==> src/rtl/pin_mux_defines.vh <==
`ifndef PIN_MUX_DEFINES_VH
`define PIN_MUX_DEFINES_VH

// register byte offsets
`define OFS_STRAP 8'h00
`define OFS_IRQ_ENABLE_BITS 8'h04
`define OFS_EXT_POLARITY 8'h08
`define OFS_GPIO_DIR 8'h0c
`define OFS_GPIO_OUT 8'h10
`define OFS_GPIO_IN 8'h14
`define OFS_IRQ_STATUS 8'h18
`define OFS_IRQ_CLEAR 8'h1c
`define OFS_IRQ_MASK 8'h20

// strap register fields
`define STRAP_BOOT_LSB 0
`define STRAP_MCLK_LSB 2
`define STRAP_PCI_BIT 4

// boot select codes
`define BOOT_NONE 2'h0
`define BOOT_HOST_PORT 2'h1
`define BOOT_RESERVED 2'h2
`define BOOT_ROM8 2'h3

// memory clock select codes and divider terminal counts
`define MCLK_EXTERNAL 2'h0
`define MCLK_DIV4 2'h1
`define MCLK_DIV6 2'h2
`define MCLK_RESERVED 2'h3
`define MCLK_DIV4_LAST 3'h3
`define MCLK_DIV6_LAST 3'h5

// interrupt status / clear / mask bit positions
`define IRQ_NMI_BIT 0
`define IRQ_EXT_LSB 4

// reset values
`define RST_IRQ_ENABLE_BITS 8'h00
`define RST_EXT_POLARITY 4'h0
`define RST_GPIO_DIR 16'h0000
`define RST_GPIO_OUT 16'h0000
`define RST_IRQ_MASK 8'h00

`endif

==> src/rtl/boot_strap_pin_mux.v <==
`default_nettype none
`include "pin_mux_defines.vh"
// strap capture, nmi and external interrupts, pci pin takeover
module boot_strap_pin_mux (
    input wire sys_clk,
    input wire srst,
    // wishbone slave
    input wire wb_cyc_i,
    input wire wb_stb_i,
    input wire wb_we_i,
    input wire [7:0] wb_adr_i,
    input wire [3:0] wb_sel_i,
    input wire [31:0] wb_dat_i,
    output reg [31:0] wb_dat_o,
    output reg wb_ack_o,
    // strap pins
    input wire [1:0] boot_select_pin,
    input wire [1:0] mem_clock_select_pin,
    input wire pci_enable_pin,
    // decoded configuration
    output reg [1:0] boot_source,
    output reg boot_from_host_port,
    output reg boot_from_rom,
    output reg [1:0] mem_clock_source_select,
    output reg use_ext_mem_clock_input,
    output reg mem_clock_tick,
    output reg host_port_active,
    output reg pci_active,
    // interrupts
    input wire nmi_pin,
    output reg nmi_event,
    output reg [3:0] external_irq_event,
    output reg irq,
    // shared pins 4..7
    input wire [3:0] ext_pin_in,
    output reg [3:0] ext_pin_out,
    output reg [3:0] ext_pin_oe,
    // multiplexed pins 9..15, index 0 is pin 9
    input wire [6:0] mux_pin_in,
    output reg [6:0] mux_pin_out,
    output reg [6:0] mux_pin_oe,
    // pci core side
    output reg pci_bus_reset_in,
    output reg pci_bus_clock_in,
    output reg pci_grant_in,
    output reg pci_init_dev_select,
    output reg pci_cmd_byte_enable_3_in,
    input wire core_pci_request,
    input wire core_pci_request_oe,
    input wire core_pci_irq_a,
    input wire core_pci_irq_a_oe,
    input wire core_pci_cbe3,
    input wire core_pci_cbe3_oe
);
    // pin indices inside the multiplexed group
    localparam IDX_IDSEL = 0;
    localparam IDX_CBE3 = 1;
    localparam IDX_REQ = 2;
    localparam IDX_GNT = 3;
    localparam IDX_INTA = 4;
    localparam IDX_PCLK = 5;
    localparam IDX_BUS_RESET = 6;

    reg [1:0] boot_strap;
    reg [1:0] mclk_strap;
    reg pci_strap;
    reg [7:0] irq_enable_bits;
    reg [3:0] ext_irq_polarity_bits;
    reg [15:0] gpio_dir;
    reg [15:0] gpio_out;
    reg [7:0] irq_status;
    reg [7:0] irq_mask;
    reg [7:0] next_irq_status;
    reg [31:0] next_rdata;
    wire [15:0] gpio_in;
    wire [3:0] ext_pulse;
    wire nmi_pulse;
    wire div_tick;
    wire bus_req;
    wire wr_go;

    // byte address match on the word
    function hit;
        input [7:0] adr;
        input [7:0] ofs;
        begin
            hit = (adr[7:2] == ofs[7:2]);
        end
    endfunction

    // merge low two byte lanes of a write into a 16-bit register
    function [15:0] lane_merge;
        input [15:0] old;
        input [15:0] data;
        input [1:0] sel;
        begin
            lane_merge = old;
            if (sel[0])
                lane_merge[7:0] = data[7:0];
            if (sel[1])
                lane_merge[15:8] = data[15:8];
        end
    endfunction

    assign bus_req = wb_cyc_i & wb_stb_i;
    // write lands on the edge that raises ack
    assign wr_go = bus_req & wb_we_i & ~wb_ack_o;

    // sample straps while reset is high, hold afterwards
    always @(posedge sys_clk)
    begin
        if (srst)
        begin
            boot_strap <= boot_select_pin;
            mclk_strap <= mem_clock_select_pin;
            pci_strap <= pci_enable_pin;
        end
    end

    // strap decode; reserved codes select nothing, pci takes host port
    always @(posedge sys_clk)
    begin
        if (srst)
        begin
            boot_source <= `BOOT_NONE;
            boot_from_host_port <= 1'b0;
            boot_from_rom <= 1'b0;
            mem_clock_source_select <= `MCLK_EXTERNAL;
            use_ext_mem_clock_input <= 1'b0;
            mem_clock_tick <= 1'b0;
            host_port_active <= 1'b0;
            pci_active <= 1'b0;
        end
        else
        begin
            boot_source <= boot_strap;
            boot_from_host_port <= (boot_strap == `BOOT_HOST_PORT);
            boot_from_rom <= (boot_strap == `BOOT_ROM8);
            mem_clock_source_select <= mclk_strap;
            use_ext_mem_clock_input <= (mclk_strap == `MCLK_EXTERNAL);
            mem_clock_tick <= div_tick;
            host_port_active <= ~pci_strap;
            pci_active <= pci_strap;
        end
    end

    mem_clock_divider u_div (
        .sys_clk(sys_clk),
        .srst(srst),
        .mode(mclk_strap),
        .tick(div_tick)
    );

    edge_pulse #(.WIDTH(1)) u_nmi (
        .sys_clk(sys_clk),
        .srst(srst),
        .level(nmi_pin),
        .falling_sel(1'b0),
        .arm(1'b1),
        .pulse(nmi_pulse)
    );

    // armed by enable bits, edge per polarity bit
    edge_pulse #(.WIDTH(4)) u_ext (
        .sys_clk(sys_clk),
        .srst(srst),
        .level(ext_pin_in),
        .falling_sel(ext_irq_polarity_bits),
        .arm(irq_enable_bits[7:4]),
        .pulse(ext_pulse)
    );

    // event pulses, and the level irq taken from next status so it tracks the sticky bits
    always @(posedge sys_clk)
    begin
        if (srst)
        begin
            nmi_event <= 1'b0;
            external_irq_event <= 4'h0;
            irq <= 1'b0;
        end
        else
        begin
            nmi_event <= nmi_pulse;
            external_irq_event <= ext_pulse;
            irq <= |(next_irq_status & irq_mask);
        end
    end

    // shared pins: input only after reset or when used as interrupt
    always @(posedge sys_clk)
    begin
        if (srst)
        begin
            ext_pin_oe <= 4'h0;
            ext_pin_out <= 4'h0;
        end
        else
        begin
            ext_pin_oe <= gpio_dir[7:4] & ~irq_enable_bits[7:4];
            ext_pin_out <= gpio_out[7:4];
        end
    end

    // multiplexed pins: gpio when pci is off, pci roles otherwise
    always @(posedge sys_clk)
    begin
        if (srst)
        begin
            mux_pin_oe <= 7'h00;
            mux_pin_out <= 7'h00;
        end
        else if (!pci_strap)
        begin
            mux_pin_oe <= gpio_dir[15:9];
            mux_pin_out <= gpio_out[15:9];
        end
        else
        begin
            mux_pin_oe <= 7'h00;
            mux_pin_out <= 7'h00;
            mux_pin_oe[IDX_REQ] <= core_pci_request_oe;
            mux_pin_out[IDX_REQ] <= core_pci_request;
            mux_pin_oe[IDX_INTA] <= core_pci_irq_a_oe;
            mux_pin_out[IDX_INTA] <= core_pci_irq_a;
            mux_pin_oe[IDX_CBE3] <= core_pci_cbe3_oe;
            mux_pin_out[IDX_CBE3] <= core_pci_cbe3;
        end
    end

    // pci inputs to the core; all held low when pci is off
    always @(posedge sys_clk)
    begin
        if (srst || !pci_strap)
        begin
            pci_bus_reset_in <= 1'b0;
            pci_bus_clock_in <= 1'b0;
            pci_grant_in <= 1'b0;
            pci_init_dev_select <= 1'b0;
            pci_cmd_byte_enable_3_in <= 1'b0;
        end
        else
        begin
            pci_bus_reset_in <= mux_pin_in[IDX_BUS_RESET];
            pci_bus_clock_in <= mux_pin_in[IDX_PCLK];
            pci_grant_in <= mux_pin_in[IDX_GNT];
            pci_init_dev_select <= mux_pin_in[IDX_IDSEL];
            pci_cmd_byte_enable_3_in <= mux_pin_in[IDX_CBE3];
        end
    end

    // gpio input image; pins taken by pci read as zero
    assign gpio_in = {mux_pin_in & {7{~pci_strap}}, 1'b0, ext_pin_in, 4'h0};

    // sticky status: a new event wins over a clear in the same cycle
    always @*
    begin
        next_irq_status = irq_status;
        if (wr_go && hit(wb_adr_i, `OFS_IRQ_CLEAR) && wb_sel_i[0])
            next_irq_status = irq_status & ~wb_dat_i[7:0];
        next_irq_status[`IRQ_NMI_BIT] = next_irq_status[`IRQ_NMI_BIT] | nmi_pulse;
        next_irq_status[7:4] = next_irq_status[7:4] | ext_pulse;
    end

    // control registers and status
    always @(posedge sys_clk)
    begin
        if (srst)
        begin
            irq_enable_bits <= `RST_IRQ_ENABLE_BITS;
            ext_irq_polarity_bits <= `RST_EXT_POLARITY;
            gpio_dir <= `RST_GPIO_DIR;
            gpio_out <= `RST_GPIO_OUT;
            irq_mask <= `RST_IRQ_MASK;
            irq_status <= 8'h00;
        end
        else
        begin
            irq_status <= next_irq_status;
            if (wr_go && hit(wb_adr_i, `OFS_IRQ_ENABLE_BITS) && wb_sel_i[0])
                irq_enable_bits <= {wb_dat_i[7:4], 4'h0};
            if (wr_go && hit(wb_adr_i, `OFS_EXT_POLARITY) && wb_sel_i[0])
                ext_irq_polarity_bits <= wb_dat_i[3:0];
            if (wr_go && hit(wb_adr_i, `OFS_GPIO_DIR))
                gpio_dir <= lane_merge(gpio_dir, wb_dat_i[15:0], wb_sel_i[1:0]) & 16'hfef0;
            if (wr_go && hit(wb_adr_i, `OFS_GPIO_OUT))
                gpio_out <= lane_merge(gpio_out, wb_dat_i[15:0], wb_sel_i[1:0]) & 16'hfef0;
            if (wr_go && hit(wb_adr_i, `OFS_IRQ_MASK) && wb_sel_i[0])
                irq_mask <= wb_dat_i[7:0] & 8'hf1;
        end
    end

    // read mux; unmapped and write-only words read zero
    always @*
    begin
        next_rdata = 32'h00000000;
        if (hit(wb_adr_i, `OFS_STRAP))
            next_rdata[4:0] = {pci_strap, mclk_strap, boot_strap};
        else if (hit(wb_adr_i, `OFS_IRQ_ENABLE_BITS))
            next_rdata[7:0] = irq_enable_bits;
        else if (hit(wb_adr_i, `OFS_EXT_POLARITY))
            next_rdata[3:0] = ext_irq_polarity_bits;
        else if (hit(wb_adr_i, `OFS_GPIO_DIR))
            next_rdata[15:0] = gpio_dir;
        else if (hit(wb_adr_i, `OFS_GPIO_OUT))
            next_rdata[15:0] = gpio_out;
        else if (hit(wb_adr_i, `OFS_GPIO_IN))
            next_rdata[15:0] = gpio_in;
        else if (hit(wb_adr_i, `OFS_IRQ_STATUS))
            next_rdata[7:0] = irq_status;
        else if (hit(wb_adr_i, `OFS_IRQ_MASK))
            next_rdata[7:0] = irq_mask;
    end

    // single-wait ack; dropped the cycle after it was given
    always @(posedge sys_clk)
    begin
        if (srst)
        begin
            wb_ack_o <= 1'b0;
            wb_dat_o <= 32'h00000000;
        end
        else
        begin
            wb_ack_o <= bus_req & ~wb_ack_o;
            wb_dat_o <= (bus_req & ~wb_ack_o & ~wb_we_i) ? next_rdata : 32'h00000000;
        end
    end

endmodule // boot_strap_pin_mux

`default_nettype wire

==> src/rtl/edge_pulse.v <==
`default_nettype none
// one-cycle pulse on a chosen edge of each input line
module edge_pulse #(
    parameter WIDTH = 4
) (
    input wire sys_clk,
    input wire srst,
    input wire [WIDTH-1:0] level,
    input wire [WIDTH-1:0] falling_sel,
    input wire [WIDTH-1:0] arm,
    output reg [WIDTH-1:0] pulse
);
    reg [WIDTH-1:0] prev;

    // previous level, reset low so a high pin after reset reads as a rise
    always @(posedge sys_clk)
    begin
        if (srst)
            prev <= {WIDTH{1'b0}};
        else
            prev <= level;
    end

    genvar i;
    generate
        for (i = 0; i < WIDTH; i = i + 1)
        begin : g_line
            // edge only, never level; disarmed lines stay quiet
            always @(posedge sys_clk)
            begin
                if (srst)
                    pulse[i] <= 1'b0;
                else if (falling_sel[i])
                    pulse[i] <= arm[i] & prev[i] & ~level[i];
                else
                    pulse[i] <= arm[i] & ~prev[i] & level[i];
            end
        end
    endgenerate
endmodule // edge_pulse

`default_nettype wire

==> src/rtl/mem_clock_divider.v <==
`default_nettype none
`include "pin_mux_defines.vh"
// clock-enable tick for the memory interface at cpu/4 or cpu/6
module mem_clock_divider (
    input wire sys_clk,
    input wire srst,
    input wire [1:0] mode,
    output reg tick
);
    reg [2:0] count;
    reg [2:0] last;
    reg active;

    // terminal count per mode; external and reserved give no tick
    always @*
    begin
        last = `MCLK_DIV4_LAST;
        active = 1'b0;
        case (mode)
            `MCLK_DIV4:
            begin
                last = `MCLK_DIV4_LAST;
                active = 1'b1;
            end
            `MCLK_DIV6:
            begin
                last = `MCLK_DIV6_LAST;
                active = 1'b1;
            end
            default:
            begin
                last = `MCLK_DIV4_LAST;
                active = 1'b0;
            end
        endcase
    end

    always @(posedge sys_clk)
    begin
        if (srst || !active)
        begin
            count <= 3'h0;
            tick <= 1'b0;
        end
        else if (count == last)
        begin
            count <= 3'h0;
            tick <= 1'b1;
        end
        else
        begin
            count <= count + 3'h1;
            tick <= 1'b0;
        end
    end
endmodule // mem_clock_divider

`default_nettype wire

==> config.mk <==
export PLATFORM = sky130hd
export DESIGN_NAME = boot_strap_pin_mux
export DESIGN_NICKNAME = d
export VERILOG_FILES = /design/src/rtl/boot_strap_pin_mux.v /design/src/rtl/edge_pulse.v /design/src/rtl/mem_clock_divider.v
export VERILOG_INCLUDE_DIRS = /design/src /design/src/rtl
export SDC_FILE = /design/constraint.sdc
export NUM_CORES = 1
export LEC_CHECK = 0
export BUFFER_PORTS_ARGS = -buffer_cell sky130_fd_sc_hd__buf_2
export CORE_MARGIN = 1.5
export CORE_UTILIZATION = 40
export CTS_CLUSTER_SIZE = 30
export DETAILED_ROUTE_END_ITERATION = 16
export PLACE_DENSITY_LB_ADDON = 0.2
export RECOVER_POWER = 25
export SYNTH_ARGS = -nofsm -noshare
export SYNTH_HDL_FRONTEND = slang
export SYNTH_SLANG_ARGS = --single-unit
==> constraint.sdc <==
create_clock -name sys_clk -period 1.74 [get_ports sys_clk]
set_input_delay 0.174 -clock sys_clk [delete_from_list [all_inputs] [get_ports sys_clk]]
set_output_delay 0.174 -clock sys_clk [all_outputs]
set_load 0.005 [all_outputs]
== Word level (Yosys, flattened, before mapping) ==
Index checks and enable logic that the tools add are counted.

* Add/subtract/negate cells: 1
* Reductions and logical operators: 27
* Multiplexer cells: 20
* Equal/unequal tests: 13
* Bitwise logic cells: 43

{| class="wikitable"
|+ Operator list
! kind !! count
|-
| 2-to-1 mux 8 bit || 6
|-
| 2-to-1 mux 16 bit || 2
|-
| equality test 6 x 3 -> 1 bit (second input constant) || 4
|-
| bitwise AND 1 bit || 22
|-
| bitwise AND 8 bit || 2
|-
| 2-to-1 mux 5 bit || 3
|-
| inverter 1 bit || 13
|-
| equality test 6 x 2 -> 1 bit (second input constant) || 2
|-
| 2-to-1 mux 12 bit || 1
|-
| logical AND 1 bit || 10
|-
| inverter 8 bit || 1
|-
| AND reduction 2 bit || 4
|-
| OR reduction 2 bit || 4
|-
| OR reduction 8 bit || 1
|-
| bitwise AND 7 bit || 1
|-
| equality test 6 x 1 -> 1 bit (second input constant) || 1
|-
| equality test 6 x 4 -> 1 bit (second input constant) || 1
|-
| zero test 6 bit || 1
|-
| 2-to-1 mux 1 bit || 6
|-
| OR reduction 5 bit || 1
|-
| bitwise AND 4 bit || 1
|-
| equality test 2 x 1 -> 1 bit (second input constant) || 2
|-
| equality test 2 bit (second input constant) || 2
|-
| 2-to-1 mux 4 bit || 1
|-
| 10 further kinds || 12
|}

* Output and inout bits: 76
* Bits in registers: 138

== Longest topological paths before layout ==
* Word-level depth: 9
* Depth in mapped cells: 6

== Cells and area by module ==
A second synthesis with hierarchy kept.

* Cell total of the unflattened synthesis: 459
* Area, all modules: 4,585.6 sq um

{| class="wikitable"
|+ Modules (own cells, without submodules)
! module !! cells an instance !! times used !! area each (sq um)
|-
| boot_strap_pin_mux || 406 || 1 || 4,001.3
|-
| edge_pulse (u_ext) || 28 || 1 || 310.3
|-
| mem_clock_divider || 18 || 1 || 200.2
|-
| edge_pulse (u_nmi) || 7 || 1 || 73.8
|}

== Worst setup path after synthesis ==
OpenSTA, ideal clock, no wires.

* Path kind: input port to flip-flop
* Start point: input wb_adr_i[5]
* End point: register wb_dat_o[4]
* Path buffers: 1
* Data required time: 1.661 ns
* Slack: 0.305 ns
* Cell stages on the path: 5
* Data arrival time: 1.355 ns
* Cell sequence: or4b_1 > buf_6 > nor3_4 > a22oi_2 > a211oi_2

* Word-level cells in the longest chain between the ends: 9
* Elaborated cells between the ends (all ways): 16
* Classes of those cells: eq/ne: 7; mux: 8; reduce/logical: 1

{| class="wikitable"
|+ RTL lines
! what !! line !! RTL
|-
| start: declaration || boot_strap_pin_mux.v:11 || <nowiki>input wire [7:0] wb_adr_i,</nowiki>
|-
| equality test 6 x 4 -> 1 bit || boot_strap_pin_mux.v:87 || <nowiki>hit = (adr[7:2] == ofs[7:2]);</nowiki>
|-
| 2-to-1 mux 8 bit || boot_strap_pin_mux.v:311 || <nowiki>else if (hit(wb_adr_i, `OFS_IRQ_MASK))</nowiki>
|-
| 2-to-1 mux 8 bit || boot_strap_pin_mux.v:309 || <nowiki>else if (hit(wb_adr_i, `OFS_IRQ_STATUS))</nowiki>
|-
| 2-to-1 mux 8 bit || boot_strap_pin_mux.v:307 || <nowiki>else if (hit(wb_adr_i, `OFS_GPIO_IN))</nowiki>
|-
| 2-to-1 mux 16 bit || boot_strap_pin_mux.v:305 || <nowiki>else if (hit(wb_adr_i, `OFS_GPIO_OUT))</nowiki>
|-
| 2-to-1 mux 16 bit || boot_strap_pin_mux.v:303 || <nowiki>else if (hit(wb_adr_i, `OFS_GPIO_DIR))</nowiki>
|-
| 2-to-1 mux 12 bit || boot_strap_pin_mux.v:301 || <nowiki>else if (hit(wb_adr_i, `OFS_EXT_POLARITY))</nowiki>
|-
| 2-to-1 mux 8 bit || boot_strap_pin_mux.v:299 || <nowiki>else if (hit(wb_adr_i, `OFS_IRQ_ENABLE_BITS))</nowiki>
|-
| 2-to-1 mux 5 bit * || boot_strap_pin_mux.v:297 || <nowiki>if (hit(wb_adr_i, `OFS_STRAP))</nowiki>
|-
| end signal: assignment || boot_strap_pin_mux.v:326 || <nowiki>wb_dat_o <= (bus_req & ~wb_ack_o & ~wb_we_i) ? next_rdata : 32'h00000000;</nowiki>
|-
| end: declaration || boot_strap_pin_mux.v:14 || <nowiki>output reg [31:0] wb_dat_o,</nowiki>
|}

Every way passes the cells marked *; elsewhere a longest branch is shown, timed or not.
A chain may end at the register's enable or synchronous reset.

== Worst setup path in the final report ==
* Start point: register wb_ack_o
* End point: register irq

* Word-level cells in the longest chain between the ends: 8
* Elaborated cells between the ends (all ways): 9
* Classes of those cells: mux: 1; bitwise: 5; reduce/logical: 3

{| class="wikitable"
|+ RTL lines
! what !! line !! RTL
|-
| start: declaration || boot_strap_pin_mux.v:15 || <nowiki>output reg wb_ack_o,</nowiki>
|-
| start signal: assignment || boot_strap_pin_mux.v:325 || <nowiki>wb_ack_o <= bus_req & ~wb_ack_o;</nowiki>
|-
| inverter 1 bit * || boot_strap_pin_mux.v:107 || <nowiki>assign wr_go = bus_req & wb_we_i & ~wb_ack_o;</nowiki>
|-
| bitwise AND 1 bit * || boot_strap_pin_mux.v:107 ||
|-
| logical AND 1 bit * (2 in a row) || boot_strap_pin_mux.v:259 || <nowiki>if (wr_go && hit(wb_adr_i, `OFS_IRQ_CLEAR) && wb_sel_i[0])</nowiki>
|-
| 2-to-1 mux 8 bit * || boot_strap_pin_mux.v:259 ||
|-
| bitwise OR 1 bit / bitwise OR 4 bit (equally long branches) || boot_strap_pin_mux.v:261, boot_strap_pin_mux.v:262 ||
|-
| bitwise AND 8 bit * || boot_strap_pin_mux.v:186 || <nowiki>irq <= |(next_irq_status & irq_mask);</nowiki>
|-
| OR reduction 8 bit * || boot_strap_pin_mux.v:186 ||
|-
| end signal: assignment || boot_strap_pin_mux.v:186 ||
|-
| end: declaration || boot_strap_pin_mux.v:33 || <nowiki>output reg irq,</nowiki>
|}

Marks and branches as above.

==> impl_metrics.csv <==
group,metric,value,unit
run_status,status,"finished clean",
grt,grt_pass1_vias,3569,
floorplanning,dieArea,12270,µm²
route,first_pass_iters,4,
power,ir_drop,0.0008213,V
floorplanning,dieWidth,110.8,µm
floorplanning,io_pins,148,
logic_synthesis,synthesis.area,4647,µm²
logic_synthesis,async_flop_share,0,%
timing,fin_skew,0.01261,ns
setup_path,crit_fanout,11,
route,viasPerCell,4.847,
grt,overflow,0,
grt,track_usage,18.72,%
route,wl_per_cell,14.65,µm
placement,dp_hpwl,7824,µm
logic_synthesis,seq_area_frac_synth,53.20,%
logic_synthesis,synth_edf_count,5,
final_layout,final_cell_mix,"dfxtp_1, buf_2, nor2_1",
setup_path,ff2ff_path_depth,6,
cts,cts_tree,"built",
power,seqPwrFrac,44.9,%
logic_synthesis,ys_seq_elements,121,
floorplanning,die_h,110.8,µm
power,internal-power,4908,µW
setup_path,crit_cells,6,
timing,finalHoldViolations,0,
cts,clockBufferDepth,2,
timing,finalCriticalPeriod,1.558,ns
logic_synthesis,synth_top_area_share,49.97,%
logic_synthesis,syn-instance-count,452,
setup_path,worst-path-buf-inv,2,
floorplanning,start_util,40.87,%
cts,clk_latency,0.42,ns
grt,antenna_found_initial,0,
setup_path,arrival,1.82,ns
logic_synthesis,yosys_warnings,0,
route,via_count,3674,
placement,gp_congestion,0.8295,
timing,final.setup.tns,0,ns
final_layout,fin_nets,677,
placement,portBuffers,109,
job,cap_violations,0,
logic_synthesis,postSynth.topFlopCell,"dfxtp_1",
logic_synthesis,yosysTopAreaCell,"dfxtp_1",
power,powerDensity,1039,nW/µm²
cts,post_cts_resized,0,
placement,dp_cells,706,
grt,grt_max_degree,89,
logic_synthesis,yosys-top-cells-area,"dfxtp_1, mux2i_1, nor2_1",
setup_path,required,2.01,ns
final_layout,layout_commonest_cell,"dfxtp_1",
floorplanning,core-area,11370,µm²
logic_synthesis,synth.avg_cell_area,10.28,µm²
min_path,min_path_cells,2,
cts,root_buffer,"clkbuf_16",
floorplanning,rows,39,
route,drt_iter0_drc,261,
grt,grt_pass1_wl,17990,µm
power,switchingPower,1501,µW
cts,cts.sinks,121,
timing,worst_pin_slew,0.6463,ns
setup_path,max_stage_delay,0.32,ns
setup_path,path_class,"flop to flop",
timing,period_share,89.52,%
final_layout,areaGrowthSynthToFinish,32.77,%
route,detail-route-antenna-nets,0,
setup_path,cpLargestDelayFamily,"simple AND/OR/NAND/NOR gates",
setup_path,worst_path_max_delay_cell,"dfxtp_1",
power,clock_power_share,49.4,%
setup_path,start_kind,"flop",
cts,postCtsSetupRepairBufs,0,
final_layout,final_cells,758,
cts,cts-buffers-inserted,17,
power,combPwrFrac,5.7,%
setup_path,path_cells,"and4b_1, buf_12, nand4_1, buf_4, o221ai_1, a41oi_1",
logic_synthesis,synth_cell_types,49,
timing,max_freq,0.6420,GHz
power,switching_share,23.42,%
timing,rsz0062_at_grt,"no",
final_layout,antenna_cells,0,
cts,htreeDepth,4,
power,power.leakage,0.002922,µW
cts,path_clk_slew,0.05,ns
timing,setup-violations-final,0,
min_path,min_path_type,"primary input to flop",
final_layout,final_util,54.26,%
timing,maxSlewHeadroom,56.91,%
final_layout,layout-drive-gt1-share,28.46,%
timing,maxSlewViolCount,0,
route,drc,0,
route,wirelength,11100,µm
setup_path,end_kind,"flop",
==> stage by stage <==
stage,worst slack [ns],cell area [µm²],total power [µW],hold WS [ns]
after floorplan,0.3052,4707,3117,0.2619
after global placement,0.02291,5420,3257,0.3528
after detailed placement,-0.02216,5420,3264,0.3539
after CTS,0.1516,6172,6502,0.0007105
after global routing,0.06558,6170,6673,0.005861
final,0.1823,6170,6409,0.01750
==> logic make-up (layout without fill, tap and decap cells) <==
logic type	Yosys count	after routing	share of synthesized area (%)
buffers and inverters	44	191	5.277
and+or+nand+nor	180	180	21.73
AOI/OAI and AO/OA	55	55	8.482
DFF	121	121	53.20
adders and majority gates	3	3	0.8078
other	1	17	0.08070
muxes	48	48	10.42
==> per-layer routing <==
metal  up-vias  wire length, µm  GRT usage, %
met2       131             5142         29.47
met5         -                0             0
met1      1684             5081         23.93
met3        11              791         6.233
li1       1848                -             -
met4         0               87         6.923
==> synthesized netlist by cell type (4+ instances only) <==
cell type  number
o21ai_0         4
nand2_1        12
a222oi_1        7
nand3b_1        5
buf_2           4
and2_1         15
a22o_1          5
mux2i_1        45
nand4_1         6
nor2_1         69
nand2b_1       10
and4b_1         4
buf_4          18
nor3b_1         9
clkbuf_1       14
dfxtp_1       116
edfxtp_1        5
a21oi_1        20
nand3_1         6
nor3_1          4
inv_1           6
nor2b_1        25
==> power groups by stage <==
stage | sequential, µW | combinational [µW] | clock [µW]
6_report | 2880 | 364 | 3170
3_3_place_gp | 2930 | 324 | 0
4_1_cts | 2880 | 366 | 3260
3_5_place_dp | 2940 | 329 | 0
5_1_grt | 2880 | 400 | 3390
2_1_floorplan | 2920 | 192 | 0
==> timing repair <==
item                                   CTS  global route
setup endpoints to repair                0             0
endpoints found under the hold margin   21             0
hold buffers                            20             0
==> cell type report <==
class | instances | area, µm²
fillers | 1032 | 5200
flip-flops and latches | 121 | 2472
multi-input cells | 303 | 1996
repair buffers | 153 | 948.4
clock buffers | 19 | 452.9
well taps | 143 | 178.9
clock inverters | 13 | 98.84
inverters | 6 | 22.52
==> worst register-to-register path, stage by stage, from the launching register on <==
cell      delay (ns)
dfxtp_1         0.32
and4b_1         0.31
buf_12          0.15
nand4_1         0.10
buf_4           0.18
o221ai_1        0.19
a41oi_1         0.16
==> worst paths after layout <==
path / startpoint / to / slack (ns)
hold / removal: nmi_pin / u_nmi.prev / 0.02
hold reg to reg: u_nmi.prev / u_nmi.pulse / 0.40
setup / recovery: wb_ack_o / irq / 0.18
setup reg to reg: wb_ack_o / irq / 0.18
==> state kept, by name, summed over array words and instances (netlist names), 5 cells and up <==
name         count
wb_dat_o        15
gpio_dir        11
gpio_out        11
irq_status       8
mux_pin_oe       7
mux_pin_out      7
irq_mask         5
No activity file was read; power rests on OpenSTA's default activity.
